File: config.mk
export PLATFORM = sky130hd
export DESIGN_NAME = gate_drive_config_fault_status
export DESIGN_NICKNAME = d
export VERILOG_FILES = /design/src/pkg/gate_drive_pkg.sv /design/src/verilog/spi_frame_port.sv /design/src/verilog/off_time_chopper.sv /design/src/verilog/gate_drive_config_fault_status.sv
export VERILOG_INCLUDE_DIRS = /design/src /design/src/pkg
export SDC_FILE = /design/constraint.sdc
export NUM_CORES = 1
export LEC_CHECK = 0
export BUFFER_PORTS_ARGS = -buffer_cell sky130_fd_sc_hd__buf_2
export CORE_MARGIN = 2
export CORE_UTILIZATION = 60
export DETAILED_ROUTE_END_ITERATION = 12
export PLACE_DENSITY_LB_ADDON = 0.3
export SYNTH_ARGS = -nofsm -noshare
export SYNTH_HDL_FRONTEND = slang
export SYNTH_SLANG_ARGS = --single-unit
File: constraint.sdc
create_clock -name clock -period 5.7 [get_ports clock]
set_input_delay 0.285 -clock clock [delete_from_list [all_inputs] [get_ports clock]]
set_output_delay 0.285 -clock clock [all_outputs]
set_load 0.02 [all_outputs]
File: src/pkg/gate_drive_defines.svh
// register offsets, field positions, reset values and timing counts
`ifndef GATE_DRIVE_DEFINES_SVH
`define GATE_DRIVE_DEFINES_SVH

`define DRIVE_SETUP_ADDR     3'h6
`define FAULT_FLAGS_ADDR     3'h7
`define DRIVE_SETUP_RESET    12'hfa5
`define FAULT_FLAGS_RESET    6'h00

`define THRESH_LSB           0
`define DEGLITCH_LSB         2
`define SINK_TIME_LSB        4
`define SOURCE_TIME_LSB      6
`define SINK_CURR_LSB        8
`define SOURCE_CURR_LSB      10

`define OVERTEMP_BIT         0
`define CHAN_A_OCP_BIT       1
`define CHAN_B_OCP_BIT       2
`define CHAN_A_PDF_BIT       3
`define CHAN_B_PDF_BIT       4
`define UNDERVOLT_BIT        5

`define FRAME_READ_BIT       15
`define FRAME_ADDR_LSB       12
`define FRAME_BITS           5'h10
`define FRAME_DATA_START     5'h04

`define CLOCK_PERIOD_NS      50
`define DEGLITCH_BASE_NS     1050
`define DEGLITCH_BASE_CYCLES ((`DEGLITCH_BASE_NS + `CLOCK_PERIOD_NS - 1) / `CLOCK_PERIOD_NS)
`define OFF_STEP_NS          525

`endif

File: src/pkg/gate_drive_pkg.sv
// shared types of the gate drive register block
package gate_drive_pkg;
    typedef logic [11:0] reg_word_type;
    typedef logic [2:0]  reg_addr_type;
    typedef enum logic [2:0] {
        chop_idle  = 3'b001,
        chop_drive = 3'b010,
        chop_decay = 3'b100
    } chop_state_type;
endpackage

File: src/verilog/spi_frame_port.sv
// serial frame receiver and read-data shifter
`timescale 1ns/1ps
`default_nettype none
`include "gate_drive_defines.svh"
module spi_frame_port (
    input  wire logic                       clock,
    input  wire logic                       rst_n,
    input  wire logic                       scs,
    input  wire logic                       sclk,
    input  wire logic                       sdi,
    input  wire gate_drive_pkg::reg_word_type read_value,
    output gate_drive_pkg::reg_addr_type    peek_addr,
    output logic                            frame_valid,
    output logic [15:0]                     frame_word,
    output logic                            sdo,
    output logic                            sdo_oe_n
);
    import gate_drive_pkg::*;

    logic [2:0]  sync1;
    logic [2:0]  sync2;
    logic        sclk_d;
    logic [4:0]  bit_count;
    logic [15:0] shift_in;
    logic [11:0] shift_out;
    logic        scs_s;
    logic        sclk_rise;
    logic        sclk_fall;

    // pins are asynchronous to clock; sclk must stay well below clock/4
    always_ff @(posedge clock or negedge rst_n) begin
        if (!rst_n) begin
            sync1  <= 3'h0;
            sync2  <= 3'h0;
            sclk_d <= 1'b0;
        end else begin
            sync1  <= {scs, sclk, sdi};
            sync2  <= sync1;
            sclk_d <= sync2[1];
        end
    end

    assign scs_s     = sync2[2];
    assign sclk_rise = sync2[1] & ~sclk_d;
    assign sclk_fall = ~sync2[1] & sclk_d;
    assign peek_addr = shift_in[2:0];

    always_ff @(posedge clock or negedge rst_n) begin
        if (!rst_n) begin
            bit_count <= 5'h00;
            shift_in  <= 16'h0000;
        end else if (!scs_s) begin
            bit_count <= 5'h00;
        end else if (sclk_rise && bit_count != `FRAME_BITS) begin
            shift_in  <= {shift_in[14:0], sync2[0]};
            bit_count <= bit_count + 5'h01;
        end
    end

    // a frame cut short by scs falling is dropped without effect
    always_ff @(posedge clock or negedge rst_n) begin
        if (!rst_n) begin
            frame_valid <= 1'b0;
            frame_word  <= 16'h0000;
        end else begin
            frame_valid <= scs_s && sclk_rise && bit_count == `FRAME_BITS - 5'h01;
            if (scs_s && sclk_rise && bit_count == `FRAME_BITS - 5'h01) begin
                frame_word <= {shift_in[14:0], sync2[0]};
            end
        end
    end

    always_ff @(posedge clock or negedge rst_n) begin
        if (!rst_n) begin
            sdo       <= 1'b0;
            shift_out <= 12'h000;
            sdo_oe_n  <= 1'b1;
        end else begin
            sdo_oe_n <= !(scs_s && bit_count >= `FRAME_DATA_START);
            if (!scs_s) begin
                sdo <= 1'b0;
            end else if (sclk_fall && bit_count == `FRAME_DATA_START) begin
                sdo       <= read_value[11];
                shift_out <= {read_value[10:0], 1'b0};
            end else if (sclk_fall && bit_count > `FRAME_DATA_START) begin
                sdo       <= shift_out[11];
                shift_out <= {shift_out[10:0], 1'b0};
            end
        end
    end
endmodule
`default_nettype wire

File: src/verilog/off_time_chopper.sv
// fixed off-time decay sequencer for one winding
`timescale 1ns/1ps
`default_nettype none
`include "gate_drive_defines.svh"
module off_time_chopper (
    input  wire logic       clock,
    input  wire logic       rst_n,
    input  wire logic       bridge_on,
    input  wire logic       trip,
    input  wire logic [7:0] off_code,
    output logic            decay_active
);
    import gate_drive_pkg::*;

    chop_state_type state;
    logic [17:0]    elapsed_ns;
    logic [17:0]    target_ns;

    // counting in ns rounds the off time up to whole clock periods
    assign target_ns = 18'(({10'h000, off_code} + 18'h0_0001) * 18'(`OFF_STEP_NS));

    always_ff @(posedge clock or negedge rst_n) begin
        if (!rst_n) begin
            state      <= chop_idle;
            elapsed_ns <= 18'h0_0000;
        end else if (!bridge_on) begin
            state <= chop_idle;
        end else begin
            unique case (state)
                chop_idle: begin
                    state <= chop_drive;
                end
                chop_drive: begin
                    if (trip) begin
                        state      <= chop_decay;
                        elapsed_ns <= 18'(`CLOCK_PERIOD_NS);
                    end
                end
                chop_decay: begin
                    if (elapsed_ns >= target_ns) begin
                        state <= chop_drive;
                    end else begin
                        elapsed_ns <= elapsed_ns + 18'(`CLOCK_PERIOD_NS);
                    end
                end
            endcase
        end
    end

    assign decay_active = (state == chop_decay);
endmodule
`default_nettype wire

File: src/verilog/gate_drive_config_fault_status.sv
// gate drive setup and fault flag registers with fault shutdown
`timescale 1ns/1ps
`default_nettype none
`include "gate_drive_defines.svh"
// How it works
// - threshold field bits 1-0 picks 250/500/750/1000 mV, reset 01.
// - deglitch field bits 3-2 picks 1.05/2.1/4.2/8.4 us, reset 01.
// - sink time field bits 5-4 picks 263 ns to 2.10 us, reset 10.
// - source time field bits 7-6, same four durations, reset 10.
// - sink current field bits 9-8 picks 100 to 400 mA, reset 11.
// - source current field bits 11-10 picks 50 to 200 mA, reset 11.
// - overtemperature sets bit 0; writing zero clears it; resume needs no write.
// - overtemperature shutdown ends by itself once temperature is safe.
// - overcurrent sets bit 1 or 2 per channel; zero write clears.
// - predriver fault sets bit 3 or 4 per channel; zero write clears.
// - undervoltage sets bit 5; zero write clears except in sleep.
// - undervoltage shutdown ends by itself when supply recovers.
// - status bits 11-6 are reserved and carry nothing.
// - chopping trip during drive starts decay for the fixed off time.
// - a new drive phase starts when the off time has elapsed.
// - chopping current follows the scale setting, gain and sense resistor.
// - any fault present disables both bridges.
// - off time is 525 ns steps times eight-bit code plus one.
// - host programs registers serially; reset loads the defaults.
module gate_drive_config_fault_status (
    input  wire logic       clock,
    input  wire logic       rst_n,
    input  wire logic       scs,
    input  wire logic       sclk,
    input  wire logic       sdi,
    output logic            sdo,
    output logic            sdo_oe_n,
    input  wire logic       overtemp_detect,
    input  wire logic       undervoltage_detect,
    input  wire logic       sleep_request_pin_n,
    input  wire logic [1:0] overcurrent_cmp,
    input  wire logic [1:0] predriver_fault_detect,
    input  wire logic [1:0] chop_trip_level,
    input  wire logic [7:0] fixed_off_time,
    input  wire logic [7:0] current_scale_setting,
    input  wire logic [1:0] sense_amp_gain_sel,
    output logic [1:0]      overcurrent_threshold_sel,
    output logic [1:0]      overcurrent_deglitch_sel,
    output logic [1:0]      gate_sink_time_sel,
    output logic [1:0]      gate_source_time_sel,
    output logic [1:0]      gate_sink_current_sel,
    output logic [1:0]      gate_source_current_sel,
    output logic [1:0]      bridge_enable,
    output logic [1:0]      decay_active,
    output logic [7:0]      chop_dac_code,
    output logic [1:0]      chop_gain_code,
    output logic            fault_indicator_n
);
    import gate_drive_pkg::*;

    reg_word_type gate_drive_setup;
    logic [5:0]   fault_flags;
    logic [8:0]   pin_sync1;
    logic [8:0]   pin_sync2;
    logic         frame_valid;
    logic [15:0]  frame_word;
    reg_addr_type peek_addr;
    reg_word_type read_value;
    logic         wr_drive;
    logic         wr_status;
    reg_word_type wr_data;
    logic         ot_s;
    logic         uv_s;
    logic         awake_s;
    logic [1:0]   ocp_s;
    logic [1:0]   pdf_s;
    logic [1:0]   trip_s;
    logic [7:0]   deglitch_limit;
    logic [7:0]   ocp_count [2];
    logic [1:0]   ocp_hit;
    logic [5:0]   flag_set;
    logic [5:0]   flag_clear;
    logic         next_bridge_on;

    function automatic logic is_write_to(input logic [15:0] word, input logic valid,
                                         input reg_addr_type addr);
        is_write_to = valid && !word[`FRAME_READ_BIT]
                      && word[`FRAME_ADDR_LSB +: 3] == addr;
    endfunction

    // every status pin and comparator is asynchronous to clock
    always_ff @(posedge clock or negedge rst_n) begin
        if (!rst_n) begin
            pin_sync1 <= 9'h000;
            pin_sync2 <= 9'h000;
        end else begin
            pin_sync1 <= {overtemp_detect, undervoltage_detect, sleep_request_pin_n,
                          overcurrent_cmp, predriver_fault_detect, chop_trip_level};
            pin_sync2 <= pin_sync1;
        end
    end

    assign ot_s    = pin_sync2[8];
    assign uv_s    = pin_sync2[7];
    assign awake_s = pin_sync2[6];
    assign ocp_s   = pin_sync2[5:4];
    assign pdf_s   = pin_sync2[3:2];
    assign trip_s  = pin_sync2[1:0];

    spi_frame_port u_spi (
        .clock       (clock),
        .rst_n       (rst_n),
        .scs         (scs),
        .sclk        (sclk),
        .sdi         (sdi),
        .read_value  (read_value),
        .peek_addr   (peek_addr),
        .frame_valid (frame_valid),
        .frame_word  (frame_word),
        .sdo         (sdo),
        .sdo_oe_n    (sdo_oe_n)
    );

    assign wr_drive  = is_write_to(frame_word, frame_valid, `DRIVE_SETUP_ADDR);
    assign wr_status = is_write_to(frame_word, frame_valid, `FAULT_FLAGS_ADDR);
    assign wr_data   = frame_word[11:0];

    // unmapped and other-block addresses read as zero
    always_comb begin
        read_value = 12'h000;
        if (peek_addr == `DRIVE_SETUP_ADDR) begin
            read_value = gate_drive_setup;
        end else if (peek_addr == `FAULT_FLAGS_ADDR) begin
            read_value = {6'h00, fault_flags};
        end
    end

    always_ff @(posedge clock or negedge rst_n) begin
        if (!rst_n) begin
            gate_drive_setup <= `DRIVE_SETUP_RESET;
        end else if (wr_drive) begin
            gate_drive_setup <= wr_data;
        end
    end

    // field slices of the setup register drive the analog gate stage
    assign overcurrent_threshold_sel = gate_drive_setup[`THRESH_LSB +: 2];
    assign overcurrent_deglitch_sel  = gate_drive_setup[`DEGLITCH_LSB +: 2];
    assign gate_sink_time_sel        = gate_drive_setup[`SINK_TIME_LSB +: 2];
    assign gate_source_time_sel      = gate_drive_setup[`SOURCE_TIME_LSB +: 2];
    assign gate_sink_current_sel     = gate_drive_setup[`SINK_CURR_LSB +: 2];
    assign gate_source_current_sel   = gate_drive_setup[`SOURCE_CURR_LSB +: 2];

    // deglitch doubles per code step from the 1.05 us base
    assign deglitch_limit = 8'(`DEGLITCH_BASE_CYCLES) << overcurrent_deglitch_sel;

    for (genvar ch = 0; ch < 2; ch++) begin : g_ocp
        always_ff @(posedge clock or negedge rst_n) begin
            if (!rst_n) begin
                ocp_count[ch] <= 8'h00;
            end else if (!ocp_s[ch]) begin
                ocp_count[ch] <= 8'h00;
            end else if (ocp_count[ch] != deglitch_limit) begin
                ocp_count[ch] <= ocp_count[ch] + 8'h01;
            end
        end
        assign ocp_hit[ch] = ocp_s[ch] && ocp_count[ch] == deglitch_limit;
    end

    assign flag_set = {uv_s, pdf_s[1], pdf_s[0], ocp_hit[1], ocp_hit[0], ot_s};

    // only zeros clear; ones in the write leave a flag alone
    always_comb begin
        flag_clear = wr_status ? ~wr_data[5:0] : 6'h00;
        flag_clear[`UNDERVOLT_BIT] = flag_clear[`UNDERVOLT_BIT] & awake_s;
    end

    // a condition still present re-sets its flag over a clear
    always_ff @(posedge clock or negedge rst_n) begin
        if (!rst_n) begin
            fault_flags <= `FAULT_FLAGS_RESET;
        end else begin
            fault_flags <= flag_set | (fault_flags & ~flag_clear);
        end
    end

    // temperature and supply faults follow the live condition
    assign next_bridge_on = awake_s && !ot_s && !uv_s
                            && !(|fault_flags[`CHAN_B_PDF_BIT:`CHAN_A_OCP_BIT]);

    always_ff @(posedge clock or negedge rst_n) begin
        if (!rst_n) begin
            bridge_enable     <= 2'b00;
            fault_indicator_n <= 1'b1;
        end else begin
            bridge_enable     <= {2{next_bridge_on}};
            fault_indicator_n <= !(|fault_flags);
        end
    end

    // the dac and sense gain set the trip level; the current is analog
    always_ff @(posedge clock or negedge rst_n) begin
        if (!rst_n) begin
            chop_dac_code  <= 8'h00;
            chop_gain_code <= 2'b00;
        end else begin
            chop_dac_code  <= current_scale_setting;
            chop_gain_code <= sense_amp_gain_sel;
        end
    end

    for (genvar ch = 0; ch < 2; ch++) begin : g_chop
        off_time_chopper u_chop (
            .clock        (clock),
            .rst_n        (rst_n),
            .bridge_on    (bridge_enable[ch]),
            .trip         (trip_s[ch]),
            .off_code     (fixed_off_time),
            .decay_active (decay_active[ch])
        );
    end
endmodule
`default_nettype wire

==> results of run 1 <==
## placed cells by master (no fill, tap or decap), types with 6 or more instances in the layout
cell type	n
dfrtp_1	149
ha_1	75
buf_2	59
nor2_1	56
inv_1	55
a21oi_1	46
mux2_2	44
buf_4	44
nand2_1	37
a31oi_1	32
o21ai_0	26
nand2b_1	26
and3_1	26
o21ai_1	25
dlygate4sd3_1	23
nand3_1	21
xnor2_1	19
clkbuf_16	17
xor2_1	15
dfstp_2	12
nor3_1	10
mux2i_1	9
o211ai_1	8
fa_1	8
nand4_1	6
a21o_1	6
## routing by layer
| layer | track usage (%) | vias to the layer above | part of all wire (%) |
|---|---|---|---|
| li1 | - | 3162 | - |
| met1 | 31.1 | 3172 | 45 |
| met2 | 40.7 | 105 | 51 |
| met3 | 4.55 | 21 | 2.5 |
| met4 | 6.61 | 0 | 1.5 |
| met5 | 0 | - | 0 |
## path summary, 6_finish.rpt
| check | from | endpoint | slack, ns | depth (start not counted) |
|---|---|---|---|---|
| max | fixed_off_time[2] | g_chop[1].u_chop.elapsed_ns[4] | 0.23 | 27 |
| min | pin_sync1[3] | pin_sync2[3] | 0.35 | 0 |
| max reg2reg | g_chop[1].u_chop.elapsed_ns[3] | g_chop[1].u_chop.elapsed_ns[4] | 2.83 | 11 |
| min reg2reg | pin_sync1[3] | pin_sync2[3] | 0.35 | 0 |
| max in group asynchronous | rst_n | g_chop[0].u_chop.elapsed_ns[1] | 3.88 | 3 |
| min in group asynchronous | rst_n | pin_sync1[4] | 0.53 | 2 |
## state kept, by name, indices dropped and copies added, names as in the netlist
signal	cells
ocp_count	16
bridge_enable	1
u_spi.sync2	3
u_spi.sdo	1
u_spi.shift_out	11
u_spi.frame_valid	1
chop_dac_code	8
fault_flags	6
pin_sync2	9
g_chop.u_chop.elapsed_ns	34
u_spi.shift_in	15
u_spi.frame_word	16
u_spi.sclk_d	1
chop_gain_code	2
u_spi.bit_count	5
fault_indicator_n	1
gate_drive_setup	12
u_spi.sdo_oe_n	1
u_spi.sync1	3
g_chop.u_chop.state	6
pin_sync1	9
## critical path: cells and delay by family
kind                       cells  cell delay (ns)
AOI/OAI and AO/OA             10             1.85
xor gates and xnor gates       2             0.34
adders and majority gates      6             1.97
buffers and inverters          5             0.48
and+or+nand+nor                4             0.88
## metrics by stage
stage               setup WS, ns  hold WS, ns
CTS                        0.115     0.000505
finish                     0.229        0.347
global route              0.0103        0.355
detailed placement        -0.296        0.335
floorplan                 0.0418      -0.0106
global placement          -0.113        0.333
## logic make-up after synthesis
family	count (synthesis)	share of synthesized area (%)
muxes	53	6.70
adders and majority gates	86	13.1
AOI/OAI and AO/OA	178	12.6
and+or+nand+nor	220	13.1
buffers and inverters	85	4.10
DFF	161	46.3
xor gates and xnor gates	40	4.10
## where the power goes
part           internal, mW  switching, mW
combinational         0.298          0.334
sequential             1.21         0.0537
clock                 0.591          0.479
total                  2.10          0.867
## area by class of cell
type	count	area [sq um]	area share, %
tap	184	230	2.22
clock inverter	12	97.6	0.943
inverter	57	214	2.07
sequential	161	4040	39.1
multi-input combinational	578	4430	42.8
clock buffer	20	457	4.41
timing repair buffer	128	878	8.48
## synth_stat cells, types with 10 or more instances
| library cell | number | area share (%) |
|---|---|---|
| dfstp_2 | 12 | 3.6 |
| nand2b_1 | 26 | 1.9 |
| dfrtp_1 | 149 | 43 |
| mux2_2 | 44 | 5.7 |
| and3_1 | 26 | 1.9 |
| xnor2_1 | 22 | 2.2 |
| nor2_1 | 57 | 2.4 |
| nand3_1 | 22 | 1.3 |
| a21oi_1 | 48 | 2.7 |
| a31oi_1 | 33 | 2.4 |
| xor2_1 | 17 | 1.7 |
| o21ai_0 | 26 | 1.5 |
| ha_1 | 76 | 11 |
| clkbuf_1 | 18 | 0.77 |
| inv_1 | 55 | 2.4 |
| nor3_1 | 10 | 0.57 |
| nand2_1 | 37 | 1.6 |
| o21ai_1 | 25 | 1.4 |
## what timing repair did
item,in CTS,in global routing
endpoints found under the hold margin,52,1
buffers inserted,0,2
setup endpoints to repair,0,36
gates resized for setup,0,16
hold buffers,22,1
==> impl_metrics.env, run 1 <==
export IMPL_cts_root_buf="clkbuf_16"
export IMPL_ys_seq_area_share_pct=46.3
export IMPL_areaGrowthSynthToFinish_pct=18.5
export IMPL_coreArea_sq_um=14400
export IMPL_synth_edf_count=0
export IMPL_antenna_found_initial=0
export IMPL_drt_wirelength_per_cell_um=15.8
export IMPL_synthArstFlopShare_pct=100
export IMPL_synth_flop_cell="dfrtp_1"
export IMPL_rows=44
export IMPL_dp_hpwl_mm=12.2
export IMPL_tightest_slew_ns=1.23
export IMPL_maxCapViolCount=0
export IMPL_clk_latency_ns=0.43
export IMPL_cts_tree="built"
export IMPL_antenna_cells=0
export IMPL_stdcell_count=1140
export IMPL_final_cell_area_sq_um=10400
export IMPL_drc_errors=0
export IMPL_place_congestion=0.839
export IMPL_synth_area_per_cell_sq_um=10.6
export IMPL_syn_cell_area_sq_um=8740
export IMPL_grt_pass1_wl_mm=30.1
export IMPL_grt_use_total_pct=23.8
export IMPL_grt_max_degree=102
export IMPL_clkSinkCount=161
export IMPL_grt_pass1_vias=6372
export IMPL_p_total_mw=2.97
export IMPL_via_per_inst=5.67
export IMPL_fill_cells=990
export IMPL_nNetsFinal=1060
export IMPL_crit_top_cell="ha_1"
export IMPL_status="finished clean"
export IMPL_clock_path_buffers=2
export IMPL_max_stage_delay_ns=0.53
export IMPL_arrival_ns=5.82
export IMPL_start_util_pct=60.8
export IMPL_post_place_cells=1082
export IMPL_dieArea_sq_um=15500
export IMPL_critPathMaxFanout=9
export IMPL_io_buffers=60
export IMPL_overflow=0
export IMPL_min_period_ns=5.47
export IMPL_worstSetupPathType="in -> reg"
export IMPL_fmax_mhz=183
export IMPL_worstSetupEndpointType="flop"
export IMPL_finalHoldViolations=0
export IMPL_htreeDepth=4
export IMPL_dr_pass1_iters=4
export IMPL_cts_buffers=17
export IMPL_p_per_area_nw_per_um2=287
export IMPL_clk_pin_slew_worst_paths_ns=0.06
export IMPL_wl_mm=18.0
export IMPL_drive_above_1_share_pct=22.6
export IMPL_p_leak_nw=5.09
export IMPL_critPathLaunchType="primary input"
export IMPL_postRouteAntennaNets=0
export IMPL_worstPathRequired_ns=6.05
export IMPL_period_share_pct=96.0
export IMPL_drv_slew=0
export IMPL_fin_util_pct=72.0
export IMPL_final_setup_tns_ns=0
export IMPL_die_w_um=125
export IMPL_synth_seq_cells=161
export IMPL_chipHeight_um=125
export IMPL_fin_skew_ns=0.0165
export IMPL_slew_headroom_pct=17.9
export IMPL_ir_worst_vdd_v=0.000306
export IMPL_synth_nets=940
export IMPL_slowest_stage="fa_1"
export IMPL_rsz0062_at_grt="no"
export IMPL_post_dp_cell_area_sq_um=9460
export IMPL_syn_inst=823
export IMPL_hp_class="reg -> reg"
export IMPL_setup_viol=0
export IMPL_io_pins=61
export IMPL_drt_iter0_markers=309
export IMPL_vias=6460
export IMPL_synth_cell_types=64
export IMPL_yosys_warnings=0
No activity file was read; power rests on OpenSTA's default activity.
==> inputs of run 2 (changes only) <==
--- a/config.mk
+++ b/config.mk
@@ -6,11 +6,14 @@
 export SDC_FILE = /design/constraint.sdc
 export NUM_CORES = 1
 export LEC_CHECK = 0
-export BUFFER_PORTS_ARGS = -buffer_cell sky130_fd_sc_hd__buf_2
+export BUFFER_PORTS_ARGS = -buffer_cell sky130_fd_sc_hd__buf_4
+export CELL_PAD_IN_SITES_DETAIL_PLACEMENT = 1
+export CELL_PAD_IN_SITES_GLOBAL_PLACEMENT = 1
 export CORE_MARGIN = 2
-export CORE_UTILIZATION = 60
+export CORE_UTILIZATION = 53
 export DETAILED_ROUTE_END_ITERATION = 12
 export PLACE_DENSITY_LB_ADDON = 0.3
 export SYNTH_ARGS = -nofsm -noshare
 export SYNTH_HDL_FRONTEND = slang
+export SYNTH_HIERARCHICAL = 1
 export SYNTH_SLANG_ARGS = --single-unit
==> run 2 against run 1 <==
  * The run now ends with negative hold slack, negative setup slack left
  * Clock-buffer cell count decreased by 1
  * Via count increased by 45%
  * Routed wire length increased by 120%
  * Global-route usage increased by 10 points
  * Power increased by 31%
  * Largest power group is now the clock network
==> impl_metrics.env, run 2 <==
export IMPL_status="complete, but fails checks"
export IMPL_violations="negative hold slack, negative setup slack"
export IMPL_ys_top_cells_by_area="dfrtp_1 (35%), ha_1 (14%), fa_1 (3.4%)"
export IMPL_r2r_end="g_chop[1].u_chop/elapsed_ns[14]"
export IMPL_clk_latency_ns=0.46
export IMPL_chipHeight_um=145
export IMPL_dieArea_sq_um=21100
export IMPL_dp_hpwl_mm=20.3
export IMPL_reg_largest_list="g_chop.u_chop/elapsed_ns: 34 flops, ocp_count: 16 flops, u_spi/frame_word: 16 flops"
export IMPL_clk_pin_slew_worst_paths_ns=0.08
export IMPL_finalWorstSetupSlack_ns=-0.210
export IMPL_clkSinkCount=161
export IMPL_critPathLaunchType="primary input"
export IMPL_grt_use_total_pct=34.0
export IMPL_yosys_warnings=6
export IMPL_largest_reg_flops=34
export IMPL_dr_pass1_iters=8
export IMPL_die_w_um=145
export IMPL_drive_above_1_share_pct=25.6
export IMPL_worstSetupEndpointType="flop"
export IMPL_fill_cells=2074
export IMPL_fmax_mhz=169
export IMPL_setup_viol=3
export IMPL_synthArstFlopShare_pct=100
export IMPL_rrSetupSlack_ns=2.71
export IMPL_grt_pass1_wl_mm=56.2
export IMPL_synth_cell_types=97
export IMPL_worstPathRequired_ns=6.02
export IMPL_io_buffers=60
export IMPL_arrival_ns=6.23
export IMPL_io_pins=61
export IMPL_grt_pass1_vias=9881
export IMPL_worstSetupPathType="in -> reg"
export IMPL_holdWs_ns=-0.0334
export IMPL_rows=51
export IMPL_hp_class="in -> async"
export IMPL_drc_errors=0
export IMPL_drt_wirelength_per_cell_um=27.9
export IMPL_ir_worst_vdd_v=0.000203
export IMPL_r2r_cells=8
export IMPL_synth_area_per_cell_sq_um=10.6
export IMPL_synth_top_area_share_pct=35.3
export IMPL_multiInputGateArea_sq_um=6330
export IMPL_antenna_found_initial=0
export IMPL_min_period_ns=5.91
export IMPL_coreArea_sq_um=19500
export IMPL_critPathMaxFanout=9
export IMPL_yosysMostFrequentCell="dfrtp_1"
export IMPL_tightest_slew_ns=1.30
export IMPL_via_per_inst=6.58
export IMPL_synth_nets=1170
export IMPL_synth_area_leader_cell="dfrtp_1"
export IMPL_ys_seq_area_share_pct=38.3
export IMPL_synth_common_cells="dfrtp_1 (149), ha_1 (119), inv_1 (88)"
export IMPL_postRouteAntennaNets=0
export IMPL_clock_path_buffers=2
export IMPL_start_util_pct=54.1
export IMPL_regMostFlops="g_chop.u_chop/elapsed_ns"
export IMPL_overflow=0
export IMPL_period_share_pct=104
export IMPL_nNetsFinal=1317
export IMPL_rr_startpoint="g_chop[1].u_chop/elapsed_ns[13]"
export IMPL_finalHoldViolations=6
export IMPL_htreeDepth=4
export IMPL_p_total_mw=3.89
export IMPL_grt_max_degree=112
export IMPL_cts_tree="built"
export IMPL_synth_edf_count=0
export IMPL_p_leak_nw=6.01
export IMPL_final_setup_tns_ns=-0.292
export IMPL_syn_cell_area_sq_um=10600
export IMPL_drt_iter0_markers=788
export IMPL_layout_common_cells="dfrtp_1 (149), buf_4 (131), ha_1 (114), inv_1 (88), nand2_1 (53)"
export IMPL_synth_seq_cells=161
export IMPL_place_congestion=0.769
export IMPL_syn_inst=1001
export IMPL_seqCellArea_sq_um=4040
export IMPL_maxCapViolCount=0
export IMPL_p_per_area_nw_per_um2=302
export IMPL_slew_headroom_pct=12.8
export IMPL_areaGrowthSynthToFinish_pct=22.1
export IMPL_fin_skew_ns=0.0239
export IMPL_cts_root_buf="clkbuf_16"
export IMPL_drv_slew=0
export IMPL_vias=9389
export IMPL_cts_buffers=17
export IMPL_antenna_cells=0
export IMPL_wl_mm=39.8
export IMPL_layout_commonest_cell="dfrtp_1"
export IMPL_synth_flop_cell="dfrtp_1"
run 2: cell types whose count changed after synthesis, moves of 15 or more:
cell,change
ha_1,+43
inv_1,+33
a31oi_1,-27
o21ai_1,-20
o21ai_0,+19
nand2_1,+16
nor2_1,-15
run 2: worst max path at each step:
stage | end | start | slack [ns]
after CTS | g_chop[1].u_chop/elapsed_ns[15] | fixed_off_time[1] | 0.01
after floorplan | g_chop[1].u_chop/elapsed_ns[13] | fixed_off_time[0] | 0.12
after detailed placement | g_chop[1].u_chop/elapsed_ns[14] | fixed_off_time[2] | -0.55
final | g_chop[1].u_chop/elapsed_ns[14] | fixed_off_time[0] | -0.21
after global routing | g_chop[1].u_chop/elapsed_ns[14] | fixed_off_time[0] | -0.32
after global placement | g_chop[1].u_chop/elapsed_ns[15] | fixed_off_time[0] | -0.03
run 2: power by group:
| group | switching (mW) | internal (mW) | total [mW] |
|---|---|---|---|
| clock network | 0.573 | 0.757 | 1.33 |
| registers | 0.0839 | 1.21 | 1.29 |
| logic | 0.716 | 0.555 | 1.27 |
| total | 1.37 | 2.52 | 3.89 |
run 2: cells by family after synthesis:
logic type / after synthesis / share of synthesized area, %
and+or+nand+nor: 270 / 14.9
AOI/OAI and AO/OA: 214 / 14.5
DFF: 161 / 38.3
adders and majority gates: 137 / 17.5
buffers and inverters: 115 / 4.73
muxes: 54 / 5.98
xor gates and xnor gates: 50 / 4.14
run 2: layout make-up:
type	instances	share of cell area, %
Inverter	88	2.56
Sequential cell	161	31.3
Timing Repair Buffer	155	9.50
Clock inverter	13	1.52
Multi-Input combinational cell	725	49.1
Tap cell	265	2.57
Clock buffer	19	3.43
run 2: per-layer routing:
layer / track usage (%) / vias to the layer above / part of all wire [%]
li1: - / 3928 / -
met5: 0 / - / 0
met2: 61.5 / 502 / 51
met3: 6.19 / 196 / 5.4
met4: 14.7 / 0 / 6.3
met1: 39.3 / 4763 / 37
run 2: through the flow:
step | instance area, sq um | cells | setup WS (ns) | hold WS, ns | util, %
global route | 12900 | 1426 | -0.325 | 0.0321 | 66.1
CTS | 12600 | 1422 | 0.0126 | 0.0374 | 64.7
finish | 12900 | 1426 | -0.210 | -0.0334 | 66.1
detailed placement | 11700 | 1366 | -0.554 | 0.337 | 59.9
global placement | 11700 | 1366 | -0.0316 | 0.332 | 59.9
floorplan | 10600 | 1001 | 0.122 | -0.0106 | -
run 2: what timing repair did:
item,in CTS,in global routing
setup buffers,2,4
pin swaps,7,17
resized for setup,14,49
hold buffers,22,0
setup endpoints to repair,18,37
endpoints found under the hold margin,22,0
run 2: worst max-delay path, cell delays in order:
cell and delay (ns):
buf_4 0.12, ha_1 0.21, buf_4 0.16, xnor2_1 0.23
inv_1 0.12, ha_1 0.22, ha_1 0.28, inv_1 0.06
fa_1 0.49, inv_1 0.09, ha_1 0.18, inv_1 0.06
fa_1 0.41, nor2b_2 0.16, o21ai_2 0.08, a21o_1 0.21
a21oi_4 0.20, buf_4 0.16, xnor2_1 0.16, ha_1 0.31
a21oi_1 0.23, o21ai_0 0.27, a211oi_2 0.34, o21ai_2 0.11
buf_4 0.18, or4_1 0.51, a21oi_1 0.36
